### src/core/block_power_config_map.vh
// register map, field positions and reset values of the block power and
// global configuration logic; definitions only, included by bare name
`ifndef BLOCK_POWER_CONFIG_MAP_VH
`define BLOCK_POWER_CONFIG_MAP_VH

// ************************************************************
// register offsets (serial register port word addresses)
// ************************************************************
`define ADDR_GLOBAL_CONFIG      8'h01
`define ADDR_BLOCK_POWER        8'h02
`define ADDR_INT_CONTROL        8'h03
`define ADDR_MONITOR_INTERVAL   8'h04
`define ADDR_DLL_CONTROL        8'h05
`define ADDR_OSC_RESOLUTION     8'h08

// ************************************************************
// field positions
// ************************************************************
`define GC_IRQ_ENABLE           0
`define GC_AUTO_DLL_RESET       1
`define GC_SOFT_RESET           2
`define IC_SRC_LSB              0
`define IC_SRC_MSB              4
`define IC_MASK_LSB             8
`define IC_MASK_MSB             12
`define DLL_DELAY_LSB           0
`define DLL_DELAY_MSB           1
`define DLL_DISABLE_LSB         2
`define DLL_DISABLE_MSB         3
`define RES_SEL_LSB             15
`define RES_SEL_MSB             16

// interrupt source bit order
`define SRC_OVERFLOW            0
`define SRC_UNDERFLOW           1
`define SRC_TEST_MODE           2
`define SRC_MONITOR_TIMER       3
`define SRC_CAPACITY            4

// ************************************************************
// reset values
// ************************************************************
`define RST_IRQ_ENABLE          1'b1
`define RST_AUTO_DLL_RESET      1'b1
`define RST_INT_MASK            5'h1f
`define RST_DLL_DELAY           2'h3
`define RST_DLL_DISABLE         2'h2
`define RST_RES_SEL             2'h0
`define RST_MONITOR_INTERVAL    32'h0000_1000

// four-state driver codes
`define DRV_FLOAT               2'h0
`define DRV_WEAK_LOW            2'h1
`define DRV_LOW                 2'h2
`define DRV_HIGH                2'h3

// converter dll-off pulse length in clock cycles
`define DLL_PULSE_CYCLES        4'h8

`endif

### src/core/block_power_config_control.v
// block power and global configuration control: strap decode into block
// enables, shared power-monitor interval timer, interrupt tree, oscillator
// resolution select and converter dll controls with dll-off pulse.
// assumes a synchronous single-cycle register port on clk, event inputs
// synchronous to clk, and straps stable while arst_n is released.
`default_nettype none
`include "block_power_config_map.vh"

module block_power_config_control
#(
    parameter NUM_CHANNEL_OSC  = 160,   // per-channel oscillators
    parameter NUM_COMBINER_OSC = 20,    // per-combiner oscillators
    parameter NUM_BLOCK_OSC    = 11,    // block-level oscillators, one per block enable
    parameter NUM_OUTPUT_OSC   = 1      // final output oscillator
)
(
    input  wire                     clk,               // core clock
    input  wire                     arst_n,            // global reset, active low
    input  wire [3:0]               strap_cfg,         // strap pins 4..1
    input  wire                     factory_valid,     // factory setup present
    input  wire [NUM_BLOCK_OSC-1:0] factory_blocks,    // factory block enables
    input  wire                     reg_wr,            // register write strobe
    input  wire                     reg_rd,            // register read strobe
    input  wire [7:0]               reg_addr,          // register address
    input  wire [31:0]              reg_wdata,         // write data
    input  wire                     buf_overflow,      // channel buffer overflow event
    input  wire                     buf_underflow,     // channel buffer underflow event
    input  wire                     test_mode_entered, // output test mode event
    input  wire                     capacity_exceeded, // channel capacity exceeded event
    output reg  [31:0]              reg_rdata,         // read data, one cycle after reg_rd
    output reg  [NUM_BLOCK_OSC-1:0] block_enable,      // combiners 1-5, multicarrier 1-6
    output reg                      irq_flag_n,        // interrupt flag, active low
    output reg                      monitor_done,      // monitor window complete pulse
    output reg                      osc_high_res,      // block oscillator 30-bit words
    output reg                      dll_off_pulse,     // converter dll-off reset pulse
    output reg                      dll_delay_oe,      // delay driver enable
    output reg                      dll_delay_out,     // delay driver level
    output reg                      dll_delay_weak,    // delay weak pull to ground
    output reg                      dll_disable_oe,    // disable driver enable
    output reg                      dll_disable_out,   // disable driver level
    output reg                      dll_disable_weak   // disable weak pull to ground
);

    // ************************************************************
    // strap decode table
    // ************************************************************
    // result bits [4:0] combiners 1..5, [10:5] multicarrier 1..6
    function [10:0] strap_decode;
        input [3:0] code;
        begin
            case (code)
                4'h0: strap_decode = {6'h03, 5'h1f};
                4'h1: strap_decode = {6'h03, 5'h0f};
                4'h2: strap_decode = {6'h03, 5'h1e};
                4'h3: strap_decode = {6'h18, 5'h1f};
                4'h4: strap_decode = {6'h18, 5'h0f};
                4'h5: strap_decode = {6'h18, 5'h1e};
                4'h6: strap_decode = {6'h03, 5'h1d};
                4'h7: strap_decode = {6'h03, 5'h1b};
                4'h8: strap_decode = {6'h03, 5'h17};
                4'h9: strap_decode = {6'h07, 5'h0f};
                4'ha: strap_decode = {6'h38, 5'h0f};
                4'hb: strap_decode = {6'h1b, 5'h07};
                4'hc: strap_decode = {6'h1f, 5'h03};
                4'hd: strap_decode = {6'h1f, 5'h01};
                4'he: strap_decode = {6'h3f, 5'h1f};
                default: strap_decode = 11'h000;     // code 15 all off
            endcase
        end
    endfunction

    // ************************************************************
    // register state
    // ************************************************************
    reg        irq_enable_q;
    reg        auto_dll_q;
    reg [4:0]  int_src_q;
    reg [4:0]  int_mask_q;
    reg [31:0] interval_q;
    reg [31:0] count_q;
    reg [1:0]  dll_delay_q;
    reg [1:0]  dll_disable_q;
    reg [1:0]  res_sel_q;
    reg        strap_loaded_q;
    reg [3:0]  pulse_cnt_q;
    reg [31:0] rdata_d;

    wire       wr_gc   = reg_wr && (reg_addr == `ADDR_GLOBAL_CONFIG);
    wire       wr_bp   = reg_wr && (reg_addr == `ADDR_BLOCK_POWER);
    wire       wr_ic   = reg_wr && (reg_addr == `ADDR_INT_CONTROL);
    wire       wr_mi   = reg_wr && (reg_addr == `ADDR_MONITOR_INTERVAL);
    wire       wr_dll  = reg_wr && (reg_addr == `ADDR_DLL_CONTROL);
    wire       wr_res  = reg_wr && (reg_addr == `ADDR_OSC_RESOLUTION);
    // soft reset is a self-clearing command bit, never stored
    wire       soft_rst = wr_gc && reg_wdata[`GC_SOFT_RESET];
    wire       timer_zero = (count_q == 32'h0000_0000);
    wire [4:0] events;

    assign events[`SRC_OVERFLOW]      = buf_overflow;
    assign events[`SRC_UNDERFLOW]     = buf_underflow;
    assign events[`SRC_TEST_MODE]     = test_mode_entered;
    assign events[`SRC_MONITOR_TIMER] = timer_zero;
    assign events[`SRC_CAPACITY]      = capacity_exceeded;

    // ************************************************************
    // global, dll and resolution configuration
    // ************************************************************
    always @(posedge clk or negedge arst_n)
    begin
        if (!arst_n)
        begin
            irq_enable_q  <= `RST_IRQ_ENABLE;
            auto_dll_q    <= `RST_AUTO_DLL_RESET;
            dll_delay_q   <= `RST_DLL_DELAY;
            dll_disable_q <= `RST_DLL_DISABLE;
            res_sel_q     <= `RST_RES_SEL;
            interval_q    <= `RST_MONITOR_INTERVAL;
        end
        else
        begin
            if (wr_gc)
            begin
                irq_enable_q <= reg_wdata[`GC_IRQ_ENABLE];
                auto_dll_q   <= reg_wdata[`GC_AUTO_DLL_RESET];
            end
            if (wr_dll)
            begin
                dll_delay_q   <= reg_wdata[`DLL_DELAY_MSB:`DLL_DELAY_LSB];
                dll_disable_q <= reg_wdata[`DLL_DISABLE_MSB:`DLL_DISABLE_LSB];
            end
            if (wr_res)
                res_sel_q <= reg_wdata[`RES_SEL_MSB:`RES_SEL_LSB];
            if (wr_mi)
                interval_q <= reg_wdata;
        end
    end

    // ************************************************************
    // block power register with strap capture
    // ************************************************************
    // straps are caught on the first edge after release, never under the
    // asynchronous reset itself; a write in that same edge still wins
    always @(posedge clk or negedge arst_n)
    begin
        if (!arst_n)
        begin
            strap_loaded_q <= 1'b0;
            block_enable   <= {NUM_BLOCK_OSC{1'b0}};
        end
        else
        begin
            strap_loaded_q <= 1'b1;
            if (wr_bp)
                block_enable <= reg_wdata[NUM_BLOCK_OSC-1:0];
            else if (!strap_loaded_q)
            begin
                if (factory_valid)
                    block_enable <= factory_blocks;
                else
                    block_enable <= strap_decode(strap_cfg);
            end
        end
    end

    // ************************************************************
    // shared power-monitor interval timer
    // ************************************************************
    // one counter for all monitors so every window ends on the same edge;
    // soft reset restarts the window from the programmed interval
    always @(posedge clk or negedge arst_n)
    begin
        if (!arst_n)
        begin
            count_q      <= `RST_MONITOR_INTERVAL;
            monitor_done <= 1'b0;
        end
        else
        begin
            monitor_done <= timer_zero;
            if (soft_rst || timer_zero)
                count_q <= interval_q;
            else
                count_q <= count_q - 32'h0000_0001;
        end
    end

    // ************************************************************
    // interrupt sources, mask and flag
    // ************************************************************
    // a zero written clears a source; an event in the same cycle sets it
    // again, so nothing is lost between the read and the clear
    always @(posedge clk or negedge arst_n)
    begin
        if (!arst_n)
        begin
            int_src_q  <= 5'h00;
            int_mask_q <= `RST_INT_MASK;
            irq_flag_n <= 1'b1;
        end
        else
        begin
            // an event in the soft-reset cycle still latches, set wins
            if (soft_rst)
                int_src_q <= events;
            else if (wr_ic)
                int_src_q <= (int_src_q & reg_wdata[`IC_SRC_MSB:`IC_SRC_LSB]) | events;
            else
                int_src_q <= int_src_q | events;
            if (wr_ic)
                int_mask_q <= reg_wdata[`IC_MASK_MSB:`IC_MASK_LSB];
            irq_flag_n <= !(irq_enable_q && |(int_src_q & int_mask_q));
        end
    end

    // ************************************************************
    // converter dll-off pulse
    // ************************************************************
    // counter starts loaded, so leaving global reset always yields a pulse
    always @(posedge clk or negedge arst_n)
    begin
        if (!arst_n)
        begin
            pulse_cnt_q   <= `DLL_PULSE_CYCLES;
            dll_off_pulse <= 1'b1;
        end
        else
        begin
            if (soft_rst && auto_dll_q)
                pulse_cnt_q <= `DLL_PULSE_CYCLES;
            else if (pulse_cnt_q != 4'h0)
                pulse_cnt_q <= pulse_cnt_q - 4'h1;
            dll_off_pulse <= (soft_rst && auto_dll_q) || (pulse_cnt_q > 4'h1);
        end
    end

    // ************************************************************
    // four-state driver outputs and resolution select
    // ************************************************************
    // oe high drives the level; oe low with weak set means a pull to ground
    always @(posedge clk or negedge arst_n)
    begin
        if (!arst_n)
        begin
            dll_delay_oe     <= 1'b0;
            dll_delay_out    <= 1'b0;
            dll_delay_weak   <= 1'b0;
            dll_disable_oe   <= 1'b0;
            dll_disable_out  <= 1'b0;
            dll_disable_weak <= 1'b0;
            osc_high_res     <= 1'b0;
        end
        else
        begin
            dll_delay_oe     <= dll_delay_q[1];
            dll_delay_out    <= (dll_delay_q == `DRV_HIGH);
            dll_delay_weak   <= (dll_delay_q == `DRV_WEAK_LOW);
            dll_disable_oe   <= dll_disable_q[1];
            dll_disable_out  <= (dll_disable_q == `DRV_HIGH);
            dll_disable_weak <= (dll_disable_q == `DRV_WEAK_LOW);
            osc_high_res     <= (res_sel_q != `RST_RES_SEL);
        end
    end

    // ************************************************************
    // register read path
    // ************************************************************
    always @*
    begin
        rdata_d = 32'h0000_0000;
        case (reg_addr)
            `ADDR_GLOBAL_CONFIG:
            begin
                rdata_d[`GC_IRQ_ENABLE]     = irq_enable_q;
                rdata_d[`GC_AUTO_DLL_RESET] = auto_dll_q;
            end
            `ADDR_BLOCK_POWER:
                rdata_d[NUM_BLOCK_OSC-1:0] = block_enable;
            `ADDR_INT_CONTROL:
            begin
                rdata_d[`IC_SRC_MSB:`IC_SRC_LSB]   = int_src_q;
                rdata_d[`IC_MASK_MSB:`IC_MASK_LSB] = int_mask_q;
            end
            `ADDR_MONITOR_INTERVAL:
                rdata_d = interval_q;
            `ADDR_DLL_CONTROL:
            begin
                rdata_d[`DLL_DELAY_MSB:`DLL_DELAY_LSB]     = dll_delay_q;
                rdata_d[`DLL_DISABLE_MSB:`DLL_DISABLE_LSB] = dll_disable_q;
            end
            `ADDR_OSC_RESOLUTION:
                rdata_d[`RES_SEL_MSB:`RES_SEL_LSB] = res_sel_q;
            default:
                rdata_d = 32'h0000_0000; // unmapped reads return zero
        endcase
    end

    // read data holds until the next read strobe
    always @(posedge clk or negedge arst_n)
    begin
        if (!arst_n)
            reg_rdata <= 32'h0000_0000;
        else if (reg_rd)
            reg_rdata <= rdata_d;
    end

endmodule
`default_nettype wire

### config.mk
export PLATFORM = sky130hd
export DESIGN_NAME = block_power_config_control
export DESIGN_NICKNAME = d
export VERILOG_FILES = /design/src/core/block_power_config_control.v
export VERILOG_INCLUDE_DIRS = /design/src /design/src/core
export SDC_FILE = /design/constraint.sdc
export NUM_CORES = 1
export LEC_CHECK = 0
export BUFFER_PORTS_ARGS = -buffer_cell sky130_fd_sc_hd__buf_2
export CORE_AREA = 2 2 142 144
export CTS_BUF_LIST = sky130_fd_sc_hd__clkbuf_8
export DETAILED_ROUTE_END_ITERATION = 8
export DIE_AREA = 0 0 144 146
export HOLD_SLACK_MARGIN = 0.15
export SYNTH_ARGS = -nofsm -noshare
export SYNTH_HDL_FRONTEND = slang
export SYNTH_SLANG_ARGS = --single-unit
### constraint.sdc
create_clock -name clk -period 4.3 [get_ports clk]
set_clock_uncertainty 0.05 [all_clocks]
set_input_delay 0.645 -clock clk [delete_from_list [all_inputs] [get_ports clk]]
set_output_delay 0.645 -clock clk [all_outputs]
set_load 0.05 [all_outputs]
==> reports/results.ini, run 1 <==
[global_route]
grt_use_total = 0.166
grt_pass1_vias = 5180
grt_max_degree = 111
gr-total-overflow = 0
grt_pass1_wl_um = 27500
antenna_found_initial = 0

[yosys]
synthAdderAreaFrac = 0.0223
synthArstFlopShare = 1.00
synthMuxAreaShare = 0.0875
synth_edf_count = 0
yosys.area_share.simple = 0.160
synthXorXnorAreaFrac = 0.0391
synth-compound-area-share = 0.124
synth.yosys.seq_area_share = 0.524
syn_inst = 637
avgSynthCellArea_um2 = 10.6
synth_cell_types = 59
ys_warn_count = 0
ys.flop_type = dfrtp_1
ys_ff_latch = 140
syn_nets = 713
netlist_area_um2 = 6720
synth_top_family_by_area = simple AND/OR/NAND/NOR gates

[power_and_ir_drop]
leakage_nw = 3.54
p_sw_frac = 0.292
p_seq_frac = 0.500
cellPowerDensity_nw_per_um2 = 389
combinationalPowerShare = 0.158
power.internal_mw = 2.19
switchingPower_uw = 904
ir_worst_vdd_mv = 0.260
p_clk_frac = 0.341

[clock_network]
cts-root-buf = clkbuf_8
ctsHoldBuffers = 0
path_clk_slew_ns = 0.08
numCtsBuffers = 17
insertion_delay_ns = 0.44
clock_path_buffers = 2
tritoncts = done
cts_setup_buffers = 0
clkSinkCount = 140
cts_resized = 0
ctsHtreeMaxLevel = 4

[place]
globalplace.congestion = 0.770
port_buffers = 116
placed_cells = 994
dpl_cell_area_um2 = 7580
dp_hpwl_um = 11900

[worst_setup_path]
cp_max_fo = 64
critPathCaptureType = flip-flop
rr_endpoint = int_src_q[3]
slowest_stage = nor4_1
crit_buf_inv = 2
r2r_start = count_q[15]
crit_type = input port to flip-flop
regToRegSetupSlack_ns = 1.66
reg2reg_depth = 4
start_kind = input port
required_ns = 4.54
critPathArrivalTime_ns = 2.93
crit_family = simple AND/OR/NAND/NOR gates
slowest_delay_ns = 0.81
crit_chain = buf_2 > or4_1 > nor4_1 > a31oi_4 > buf_4 > nor2_1 > a21oi_1

[floorplanning]
die_height_um = 146
rows = 51
dieArea_um2 = 21000
initial_utilization = 0.348
pin_count = 117
core_area_um2 = 19300
fp.dieW_um = 144

[routing]
vias_per_cell = 4.99
first_iter_violations = 297
drt_pre_antenna_iters = 4
avgRoutedWirePerCell_um = 16.3
wirelength_um = 16700
drc_errors = 0
vias = 5115
ant_nets = 0

[timing]
setup_viol = 0
max_slew_margin = 0.320
drv_slew = 0
worst_pin_slew_ns = 1.02
fin_crit_sh = 0.625
fin_crit_ns = 2.69
finalHoldViolCount = 0
fin_tns_setup_ns = 0
fmax_mhz = 372
rsz0062_at_grt = false

[final_layout]
stdcell_count = 1026
layout_commonest_cell = dfrtp_1
syn_to_final_growth_pct = 18.6
final_nets = 824
final_cell_mix = dfrtp_1 (125), buf_2 (115), nor2_1 (67)
fin_area_um2 = 7970
drive_gt1_frac = 0.307
antenna_cells = 0
nFillCells = 1921

[hold_path]
worstHoldPathType = input port to async pin

[run]
drv_cap = 0

[outcome]
outcome = complete, no violations

## cells by family (layout without fill, tap and decap cells)
family,after synthesis,in the layout
mux,52,52
flops,140,140
compound gates,136,136
simple gates,196,196
fa+ha+maj,12,12
other cells,1,1
xor+xnor,30,30
buf+inv,70,194
## Yosys cell counts (8+ instances only)
| master | n | area (um^2) |
|---|---|---|
| dfrtp_1 | 125 | 3130 |
| nor2_1 | 67 | 251 |
| a21oi_1 | 57 | 285 |
| mux2_2 | 44 | 495 |
| inv_1 | 39 | 146 |
| clkbuf_1 | 25 | 93.8 |
| o21ai_0 | 24 | 120 |
| xnor2_1 | 24 | 210 |
| nand2_1 | 23 | 86.3 |
| nand3_1 | 17 | 85.1 |
| dfstp_2 | 15 | 394 |
| nor3_1 | 14 | 70.1 |
| nor4_1 | 14 | 87.6 |
| ha_1 | 12 | 150 |
| nand2b_1 | 11 | 68.8 |
| a22oi_1 | 9 | 67.6 |
| o22ai_1 | 8 | 50.1 |
| or3_1 | 8 | 50.1 |
## layout make-up
| type | count | area, um^2 | area share |
|---|---|---|---|
| clock buffer | 20 | 275 | 0.0345 |
| multi-input combinational | 427 | 2940 | 0.368 |
| sequential | 140 | 3520 | 0.442 |
| tap | 265 | 332 | 0.0416 |
| clock inverter | 12 | 123 | 0.0154 |
| inverter | 39 | 146 | 0.0184 |
| timing repair buffer | 123 | 639 | 0.0802 |
## sequential cells by signal (all words and copies together), names as in the netlist, 2 cells and up
name and flops:
dll_delay_q 2, int_mask_q 5, interval_q 32, block_enable 11
pulse_cnt_q 4, int_src_q 5, reg_rdata 32, res_sel_q 2
count_q 32, dll_disable_q 2
## worst max path at each step
stage / startpoint / endpoint / slack, ns / cells past startpoint
2_1_floorplan: reg_addr[5] / count_q[11] / 1.91 / 7
3_3_place_gp: reg_addr[5] / count_q[27] / 1.23 / 7
5_1_grt: count_q[15] / int_src_q[3] / 1.50 / 4
6_report: reg_addr[5] / count_q[27] / 1.61 / 7
3_5_place_dp: reg_addr[5] / count_q[29] / 1.21 / 7
4_1_cts: count_q[15] / int_src_q[3] / 1.61 / 4
## worst register-to-register path: cells and delay by family (launching register included)
| kind | cells | cell delay (ns) |
|---|---|---|
| AND/OR/NAND/NOR | 4 | 2.11 |
| flip-flops | 1 | 0.44 |
## power by group through the flow
stage | Clock, mW | Combinational (mW) | Sequential, mW
2_1_floorplan | 0 | 0.268 | 1.62
3_3_place_gp | 0 | 0.489 | 1.57
3_5_place_dp | 0 | 0.493 | 1.57
4_1_cts | 1.09 | 0.497 | 1.55
5_1_grt | 1.15 | 0.551 | 1.57
6_report | 1.06 | 0.491 | 1.55
## metal layers
metal	vias to the layer above	track usage	wire length, um
li1	2495	-	-
met1	2514	0.230	7900
met2	92	0.265	8070
met3	14	0.0388	592
met4	0	0.0392	169
met5	-	0	0
## per-stage QoR
stage	hold slack (ns)	power [mW]	worst slack [ns]	utilization
after floorplan	0.299	1.89	1.91	-
after global placement	0.375	2.06	1.23	0.392
after detailed placement	0.381	2.07	1.21	0.392
after CTS	0.308	3.14	1.61	0.412
after global routing	0.317	3.27	1.50	0.412
final	0.296	3.10	1.61	0.412
Note: power is estimated with default switching activity, not from simulation.
==> run 2: changes to the inputs <==
- ABC_AREA: unset -> 1
- CORE_AREA: 2 2 142 144 -> 2 2 148 150
- DIE_AREA: 0 0 144 146 -> 0 0 150 152
- clock period: 4.3 -> 2.8 ns (I/O delays scaled with it)
==> run 2 against run 1 <==
Against the previous run:
- utilization decreased by 0.42 points
- via count increased by 26%
- wire length up 19%
- count of clock-buffer cells in the layout rose by 1
- critical endpoint is now count_q[31]
- largest power group unchanged
==> reports/results.ini, run 2 <==
[outcome]
outcome = complete, no violations  ; unchanged

[worst_setup_path]
r2r_start = count_q[2]  ; was count_q[15]
critPathArrivalTime_ns = 2.23  ; was 2.93 ns
slowest_delay_ns = 0.50  ; was 0.81 ns
cp_common_cell = nand2_1
cp-endpoint = count_q[31]  ; was count_q[27]
crit_path_start = count_q[2]  ; was reg_addr[5]
cp_max_fo = 6  ; was 64
reg2reg_depth = 8  ; was 4
crit_chain = nor2_1 > nand2_1 > nor2_1 > nand2_1 > nor2_1 > nand2_1 > nand3_1 > nand2_1  ; was buf_2 > or4_1 > nor4_1 > a31oi_4 > buf_4 > nor2_1 > a21oi_1
slowest_stage = nor2_1  ; was nor4_1
start_kind = flip-flop  ; was input port
crit_type = flip-flop to flip-flop  ; was input port to flip-flop
critPathCaptureType = flip-flop  ; unchanged
required_ns = 3.09  ; was 4.54 ns
rr_endpoint = count_q[31]  ; was int_src_q[3]
regToRegSetupSlack_ns = 0.86  ; was 1.66 ns

[final_layout]
drive_gt1_frac = 0.187  ; was 0.307
top_regs = count_q (32), interval_q (32), reg_rdata (32)  ; unchanged
final_cell_mix = nand2_1 (341), dfrtp_1 (125), buf_2 (115)  ; was dfrtp_1 (125), buf_2 (115), nor2_1 (67)
nFillCells = 2242  ; was 1921
regArea_um2 = 3520  ; unchanged
syn_to_final_growth_pct = 20.0  ; was 18.6%
antenna_cells = 0  ; unchanged
multi_input_area_um2 = 3210  ; was 2940 um^2
final_nets = 1151  ; was 824
layout_commonest_cell = nand2_1  ; was dfrtp_1
fin_area_um2 = 8710  ; was 7970 um^2

[routing]
wirelength_um = 20000  ; was 16700 um
avgRoutedWirePerCell_um = 14.6  ; was 16.3 um
drt_pre_antenna_iters = 5  ; was 4
ant_nets = 0  ; unchanged
vias = 6455  ; was 5115
vias_per_cell = 4.72  ; was 4.99
first_iter_violations = 491  ; was 297
drc_errors = 0  ; unchanged

[global_route]
grt_pass1_wl_um = 33000  ; was 27500 um
grt_pass1_vias = 6314  ; was 5180
gr-total-overflow = 0  ; unchanged
grt_use_total = 0.184  ; was 0.166
antenna_found_initial = 0  ; unchanged
grt_max_degree = 54  ; was 111

[clock_network]
clock_path_buffers = 2  ; unchanged
path_clk_slew_ns = 0.08  ; about the same
numCtsBuffers = 17  ; unchanged
clkSinkCount = 140  ; unchanged
cts_setup_buffers = 0  ; unchanged
ctsHoldBuffers = 15  ; was 0
cts-root-buf = clkbuf_8  ; unchanged
cts_resized = 0  ; unchanged
insertion_delay_ns = 0.45  ; was 0.44 ns
ctsHtreeMaxLevel = 4  ; unchanged
tritoncts = done  ; unchanged

[floorplanning]
core_area_um2 = 21400  ; was 19300 um^2
fp.dieW_um = 150  ; was 144 um
initial_utilization = 0.340  ; was 0.348
die_height_um = 152  ; was 146 um
dieArea_um2 = 22800  ; was 21000 um^2
rows = 54  ; was 51
pin_count = 117  ; unchanged

[timing]
drv_slew = 0  ; unchanged
finalHoldViolCount = 0  ; unchanged
hold-worst-slack_ns = 0.173  ; was 0.296 ns
fmax_mhz = 515
setup_ws_ns = 0.856  ; was 1.61 ns
fin_crit_ns = 1.94
rsz0062_at_grt = false  ; unchanged
fin_tns_setup_ns = 0  ; unchanged
max_slew_margin = 0.404  ; was 0.320
fin_crit_sh = 0.694
worst_pin_slew_ns = 0.891  ; was 1.02 ns
setup_viol = 0  ; unchanged

[yosys]
yosys-top-cells-area = dfrtp_1 (43%), nand2_1 (18%), dfstp_2 (5.4%), nor2_1 (5.3%), nand3_1 (4.5%)  ; was dfrtp_1 (47%), mux2_2 (7.4%), dfstp_2 (5.9%), a21oi_1 (4.2%), nor2_1 (3.7%)
avgSynthCellArea_um2 = 7.68  ; was 10.6 um^2
syn_nets = 1022  ; was 713
ys.flop_type = dfrtp_1  ; unchanged
syn_inst = 946  ; was 637
ys_ff_latch = 140  ; unchanged
synthTopCellsByCount = nand2_1 (341), dfrtp_1 (125), nor2_1 (103), inv_1 (84), nand3_1 (66)  ; was dfrtp_1 (125), nor2_1 (67), a21oi_1 (57), mux2_2 (44), inv_1 (39)
yosysTopAreaCellShare = 0.431  ; was 0.465
synthArstFlopShare = 1.00  ; unchanged
netlist_area_um2 = 7260  ; was 6720 um^2
synth_edf_count = 0  ; unchanged
ys_warn_count = 0  ; unchanged
synth.yosys.seq_area_share = 0.485  ; was 0.524
synth_cell_types = 41  ; was 59
synthMostInstantiatedCell = nand2_1  ; was dfrtp_1
synth_top_area_cell = dfrtp_1  ; unchanged

[hold_path]
worstHoldPathType = input port to flip-flop  ; was input port to async pin

[power_and_ir_drop]
combinationalPowerShare = 0.186  ; was 0.158
leakage_nw = 4.59  ; was 3.54 nW
power.internal_mw = 3.61  ; was 2.19 mW
p_clk_frac = 0.358  ; was 0.341
switchingPower_mw = 1.55  ; was 904 uW
p_seq_frac = 0.456  ; was 0.500
ir_worst_vdd_mv = 0.294  ; was 0.260 mV
cellPowerDensity_nw_per_um2 = 593  ; was 389 nW/um^2
p_sw_frac = 0.301  ; was 0.292

[place]
place_ws_ns = 0.560  ; was 1.21 ns
dp_hpwl_um = 14900  ; was 11900 um
globalplace.congestion = 0.895  ; was 0.770
port_buffers = 116  ; unchanged
dpl_cell_area_um2 = 8110  ; was 7580 um^2

[run]
drv_cap = 0  ; unchanged

[run 2: critical path: cells and delay by family, from the launching register on]
kind	cells	cell delay [ns]
simple gates	8	1.36
flops	1	0.42
[run 2: cell type report]
class                           count  share of cell area
Clock buffer                       21              0.0332
Clock inverter                     11              0.0190
Inverter                           90              0.0391
Multi-Input combinational cell    685               0.368
Sequential cell                   140               0.404
Tap cell                          280              0.0402
Timing Repair Buffer              141              0.0961
[run 2: worst min path at each step]
stage | from | end | slack [ns] | cells past startpoint
CTS | reg_wdata[4] | block_enable[4] | 0.15 | 3
floorplan | arst_n | block_enable[0] | 0.07 | 0
global placement | arst_n | dll_disable_q[0] | 0.36 | 1
global route | reg_wdata[4] | block_enable[4] | 0.16 | 3
detailed placement | arst_n | dll_disable_q[0] | 0.36 | 1
finish | reg_wdata[23] | interval_q[23] | 0.17 | 3
[run 2: cell families after synthesis]
logic type / synth area share
adder cells (fa/ha/maj): 0.0207
AND/OR/NAND/NOR: 0.311
other: 0.000516
AO/OA/AOI/OAI: 0.0949
flip-flops: 0.485
buffers and inverters: 0.0732
XOR/XNOR: 0.0145
[run 2: stage by stage]
| step | power (mW) | instances | utilization |
|---|---|---|---|
| finish | 5.16 | 1368 | 0.408 |
| detailed placement | 3.34 | 1321 | 0.380 |
| global placement | 3.33 | 1321 | 0.380 |
| CTS | 5.21 | 1368 | 0.408 |
| floorplan | 3.03 | 946 | - |
| global route | 5.44 | 1368 | 0.408 |
[run 2: power by group through the flow]
stage          clock network (mW)  registers, mW  logic, mW
2_1_floorplan                   0           2.48      0.555
3_3_place_gp                    0           2.39      0.936
3_5_place_dp                    0           2.39      0.950
4_1_cts                      1.88           2.36      0.971
5_1_grt                      1.96           2.38       1.10
6_report                     1.85           2.36      0.961
[run 2: layer usage]
| layer | part of all wire | track usage |
|---|---|---|
| met1 | 0.47 | 0.256 |
| met2 | 0.47 | 0.289 |
| met3 | 0.045 | 0.0360 |
| met4 | 0.014 | 0.0557 |
| met5 | 0 | 0 |
==> run 3: changes to the inputs <==
- clock period: 2.8 -> 1.8 ns (I/O delays scaled with it)
==> run 3 against run 2 <==
Against the previous run:
- die area unchanged
- first-iteration DRC count decreased by 7.9%
- clock power increased by 36%
- global-route usage increased by 0.42 points
- utilization increased by 3.0 points
- maximum frequency increased by 16%
- worst hold slack improved by 0.0087 ns
- critical endpoint is now count_q[30]
==> reports/results.ini, run 3 (same netlist as run 2, synthesis figures left out) <==
[floorplanning]
dieArea_um2 = 22800  ; unchanged
rows = 54  ; unchanged
core_area_um2 = 21400  ; unchanged
initial_utilization = 0.340  ; unchanged
pin_count = 117  ; unchanged
die_height_um = 152  ; unchanged
fp.dieW_um = 150  ; unchanged

[global_route]
grt_pass1_vias = 6567  ; was 6314
grt_use_total = 0.188  ; was 0.184
grt_pass1_wl_um = 33900  ; was 33000 um
grt_max_degree = 46  ; was 54
gr-total-overflow = 0  ; unchanged
antenna_found_initial = 0  ; unchanged

[worst_setup_path]
critPathArrivalTime_ns = 1.98  ; was 2.23 ns
crit_buf_inv = 1  ; was 0
slowest_delay_ns = 0.38  ; was 0.50 ns
crit_chain = inv_1 > ha_1 > nand2_1 > nor2_1 > nand2_1 > o21ai_0 > nand2_1 > nand2_1 > nand2_1  ; was nor2_1 > nand2_1 > nor2_1 > nand2_1 > nor2_1 > nand2_1 > nand3_1 > nand2_1
slowest_stage = dfrtp_1  ; was nor2_1
crit_type = flip-flop to flip-flop  ; unchanged
start_kind = flip-flop  ; unchanged
required_ns = 2.11  ; was 3.09 ns
critPathCaptureType = flip-flop  ; unchanged
crit_family = simple AND/OR/NAND/NOR gates  ; unchanged
cp_common_cell = nand2_1  ; unchanged
cp_max_fo = 3  ; was 6

[final_layout]
nFillCells = 2191  ; was 2242
layout_commonest_cell = nand2_1  ; unchanged
final_cell_mix = nand2_1 (340), dfrtp_1 (125), buf_2 (115)  ; was nand2_1 (341), dfrtp_1 (125), buf_2 (115)
top_regs = count_q (32), interval_q (32), reg_rdata (32)  ; unchanged
final_nets = 1228  ; was 1151
regArea_um2 = 3520  ; unchanged
antenna_cells = 0  ; unchanged
syn_to_final_growth_pct = 28.9  ; was 20.0%
drive_gt1_frac = 0.215  ; was 0.187
multi_input_area_um2 = 3230  ; was 3210 um^2

[routing]
routed-wl-met2_um = 9910  ; was 9430 um
m1WireLength_um = 9600  ; was 9360 um
avgRoutedWirePerCell_um = 14.3  ; was 14.6 um
ant_nets = 0  ; unchanged
highest_layer = met4  ; unchanged
drt_pre_antenna_iters = 5  ; unchanged
first_iter_violations = 452  ; was 491
wirelength_um = 20700  ; was 20000 um
vias = 6757  ; was 6455
vias_per_cell = 4.68  ; was 4.72
drc_errors = 0  ; unchanged
dr_wl_met3_um = 894  ; was 905 um

[timing]
fmax_mhz = 597  ; was 515 MHz
fin_tns_setup_ns = 0  ; unchanged
hold-worst-slack_ns = 0.181  ; was 0.173 ns
fin_crit_ns = 1.67  ; was 1.94 ns
drv_slew = 0  ; unchanged
rsz0062_at_grt = true  ; was false
finalHoldViolCount = 0  ; unchanged
fin_crit_sh = 0.930  ; was 0.694
setup_viol = 0  ; unchanged

[clock_network]
tritoncts = done  ; unchanged
path_clk_slew_ns = 0.08  ; about the same
clkSinkCount = 140  ; unchanged
ctsHtreeMaxLevel = 4  ; unchanged
clock_path_buffers = 2  ; unchanged
insertion_delay_ns = 0.45  ; about the same
numCtsBuffers = 17  ; unchanged
cts-root-buf = clkbuf_8  ; unchanged

[power_and_ir_drop]
p_sw_frac = 0.309  ; was 0.301
power.internal_mw = 5.40  ; was 3.61 mW
switchingPower_mw = 2.41  ; was 1.55 mW
p_seq_frac = 0.468  ; was 0.456
power.total_mw = 7.81  ; was 5.16 mW
leakage_nw = 4.94  ; was 4.59 nW
p_clk_frac = 0.322  ; was 0.358
ir_worst_vdd_mv = 0.439  ; was 0.294 mV
cellPowerDensity_nw_per_um2 = 835  ; was 593 nW/um^2
combinationalPowerShare = 0.209  ; was 0.186

[place]
dp_hpwl_um = 15600  ; was 14900 um
globalplace.congestion = 0.897  ; was 0.895
port_buffers = 116  ; unchanged

[outcome]
outcome = complete, no violations  ; unchanged

[hold_path]
worstHoldPathType = input port to flip-flop  ; unchanged

[run]
drv_cap = 0  ; unchanged

-- run 3: cell count changes in the layout (fill, tap and decap cells not counted), moves of 2 or more --
cell,change
nor2_1,-4
dlygate4sd3_1,+32
clkbuf_8,+3
buf_4,+42
bufinv_16,-3
nor2_2,+4
inv_1,+3
buf_12,+2
clkinv_4,-2
clkinv_2,-2
-- run 3: stage by stage --
stage	instances	worst slack (ns)	cell area, um^2	util
2_1_floorplan	946	0.239	7260	-
3_3_place_gp	1359	0.0907	8420	0.394
3_5_place_dp	1359	0.0696	8420	0.394
4_1_cts	1439	0.0190	9300	0.435
5_1_grt	1445	-0.0198	9360	0.439
6_report	1445	0.126	9360	0.439
-- run 3: tightest hold or removal path: cells and delay by family --
kind	cells	cell delay, ns
buffers and inverters	1	0.14
AND/OR/NAND/NOR	4	0.24
-- run 3: cell type report --
cell class	count	share of cell area
tap	280	0.0374
sequential	140	0.376
multi-input combinational	685	0.345
inverter	90	0.0363
clock buffer	24	0.0353
timing repair buffer	218	0.163
clock inverter	8	0.00708
-- run 3: routing by layer --
metal / global-route usage / vias up
met4: 0.0584 / 0
met5: 0 / -
met2: 0.302 / 149
met1: 0.257 / 3186
met3: 0.0345 / 21
li1: - / 3401
-- run 3: what timing repair did --
action                     in CTS  in global routing
hold endpoints to repair      185                  0
setup buffers                   0                  6
hold buffers                   48                  0
resized for setup               0                  7
setup endpoints to repair       0                 31
-- run 3: path summary, 6_finish.rpt --
| path | from | to | slack, ns | depth (start not counted) |
|---|---|---|---|---|
| worst min-delay path | factory_valid | block_enable[6] | 0.18 | 5 |
| min in group asynchronous | arst_n | dll_disable_q[0] | 0.20 | 2 |
| worst max register to register | count_q[0] | count_q[30] | 0.13 | 9 |
| worst max-delay path | count_q[0] | count_q[30] | 0.13 | 9 |
| max in group asynchronous | arst_n | irq_flag_n | 0.89 | 3 |
| worst min register to register | dll_disable_q[1] | dll_disable_oe | 0.38 | 0 |
-- run 3: power groups by stage --
| stage | Combinational, mW | Clock [mW] | Sequential (mW) |
|---|---|---|---|
| after global routing | 1.86 | 2.69 | 3.70 |
| after CTS | 1.64 | 2.57 | 3.66 |
| after global placement | 1.53 | 0 | 3.72 |
| after floorplan | 0.863 | 0 | 3.86 |
| after detailed placement | 1.55 | 0 | 3.72 |
| final | 1.64 | 2.52 | 3.66 |
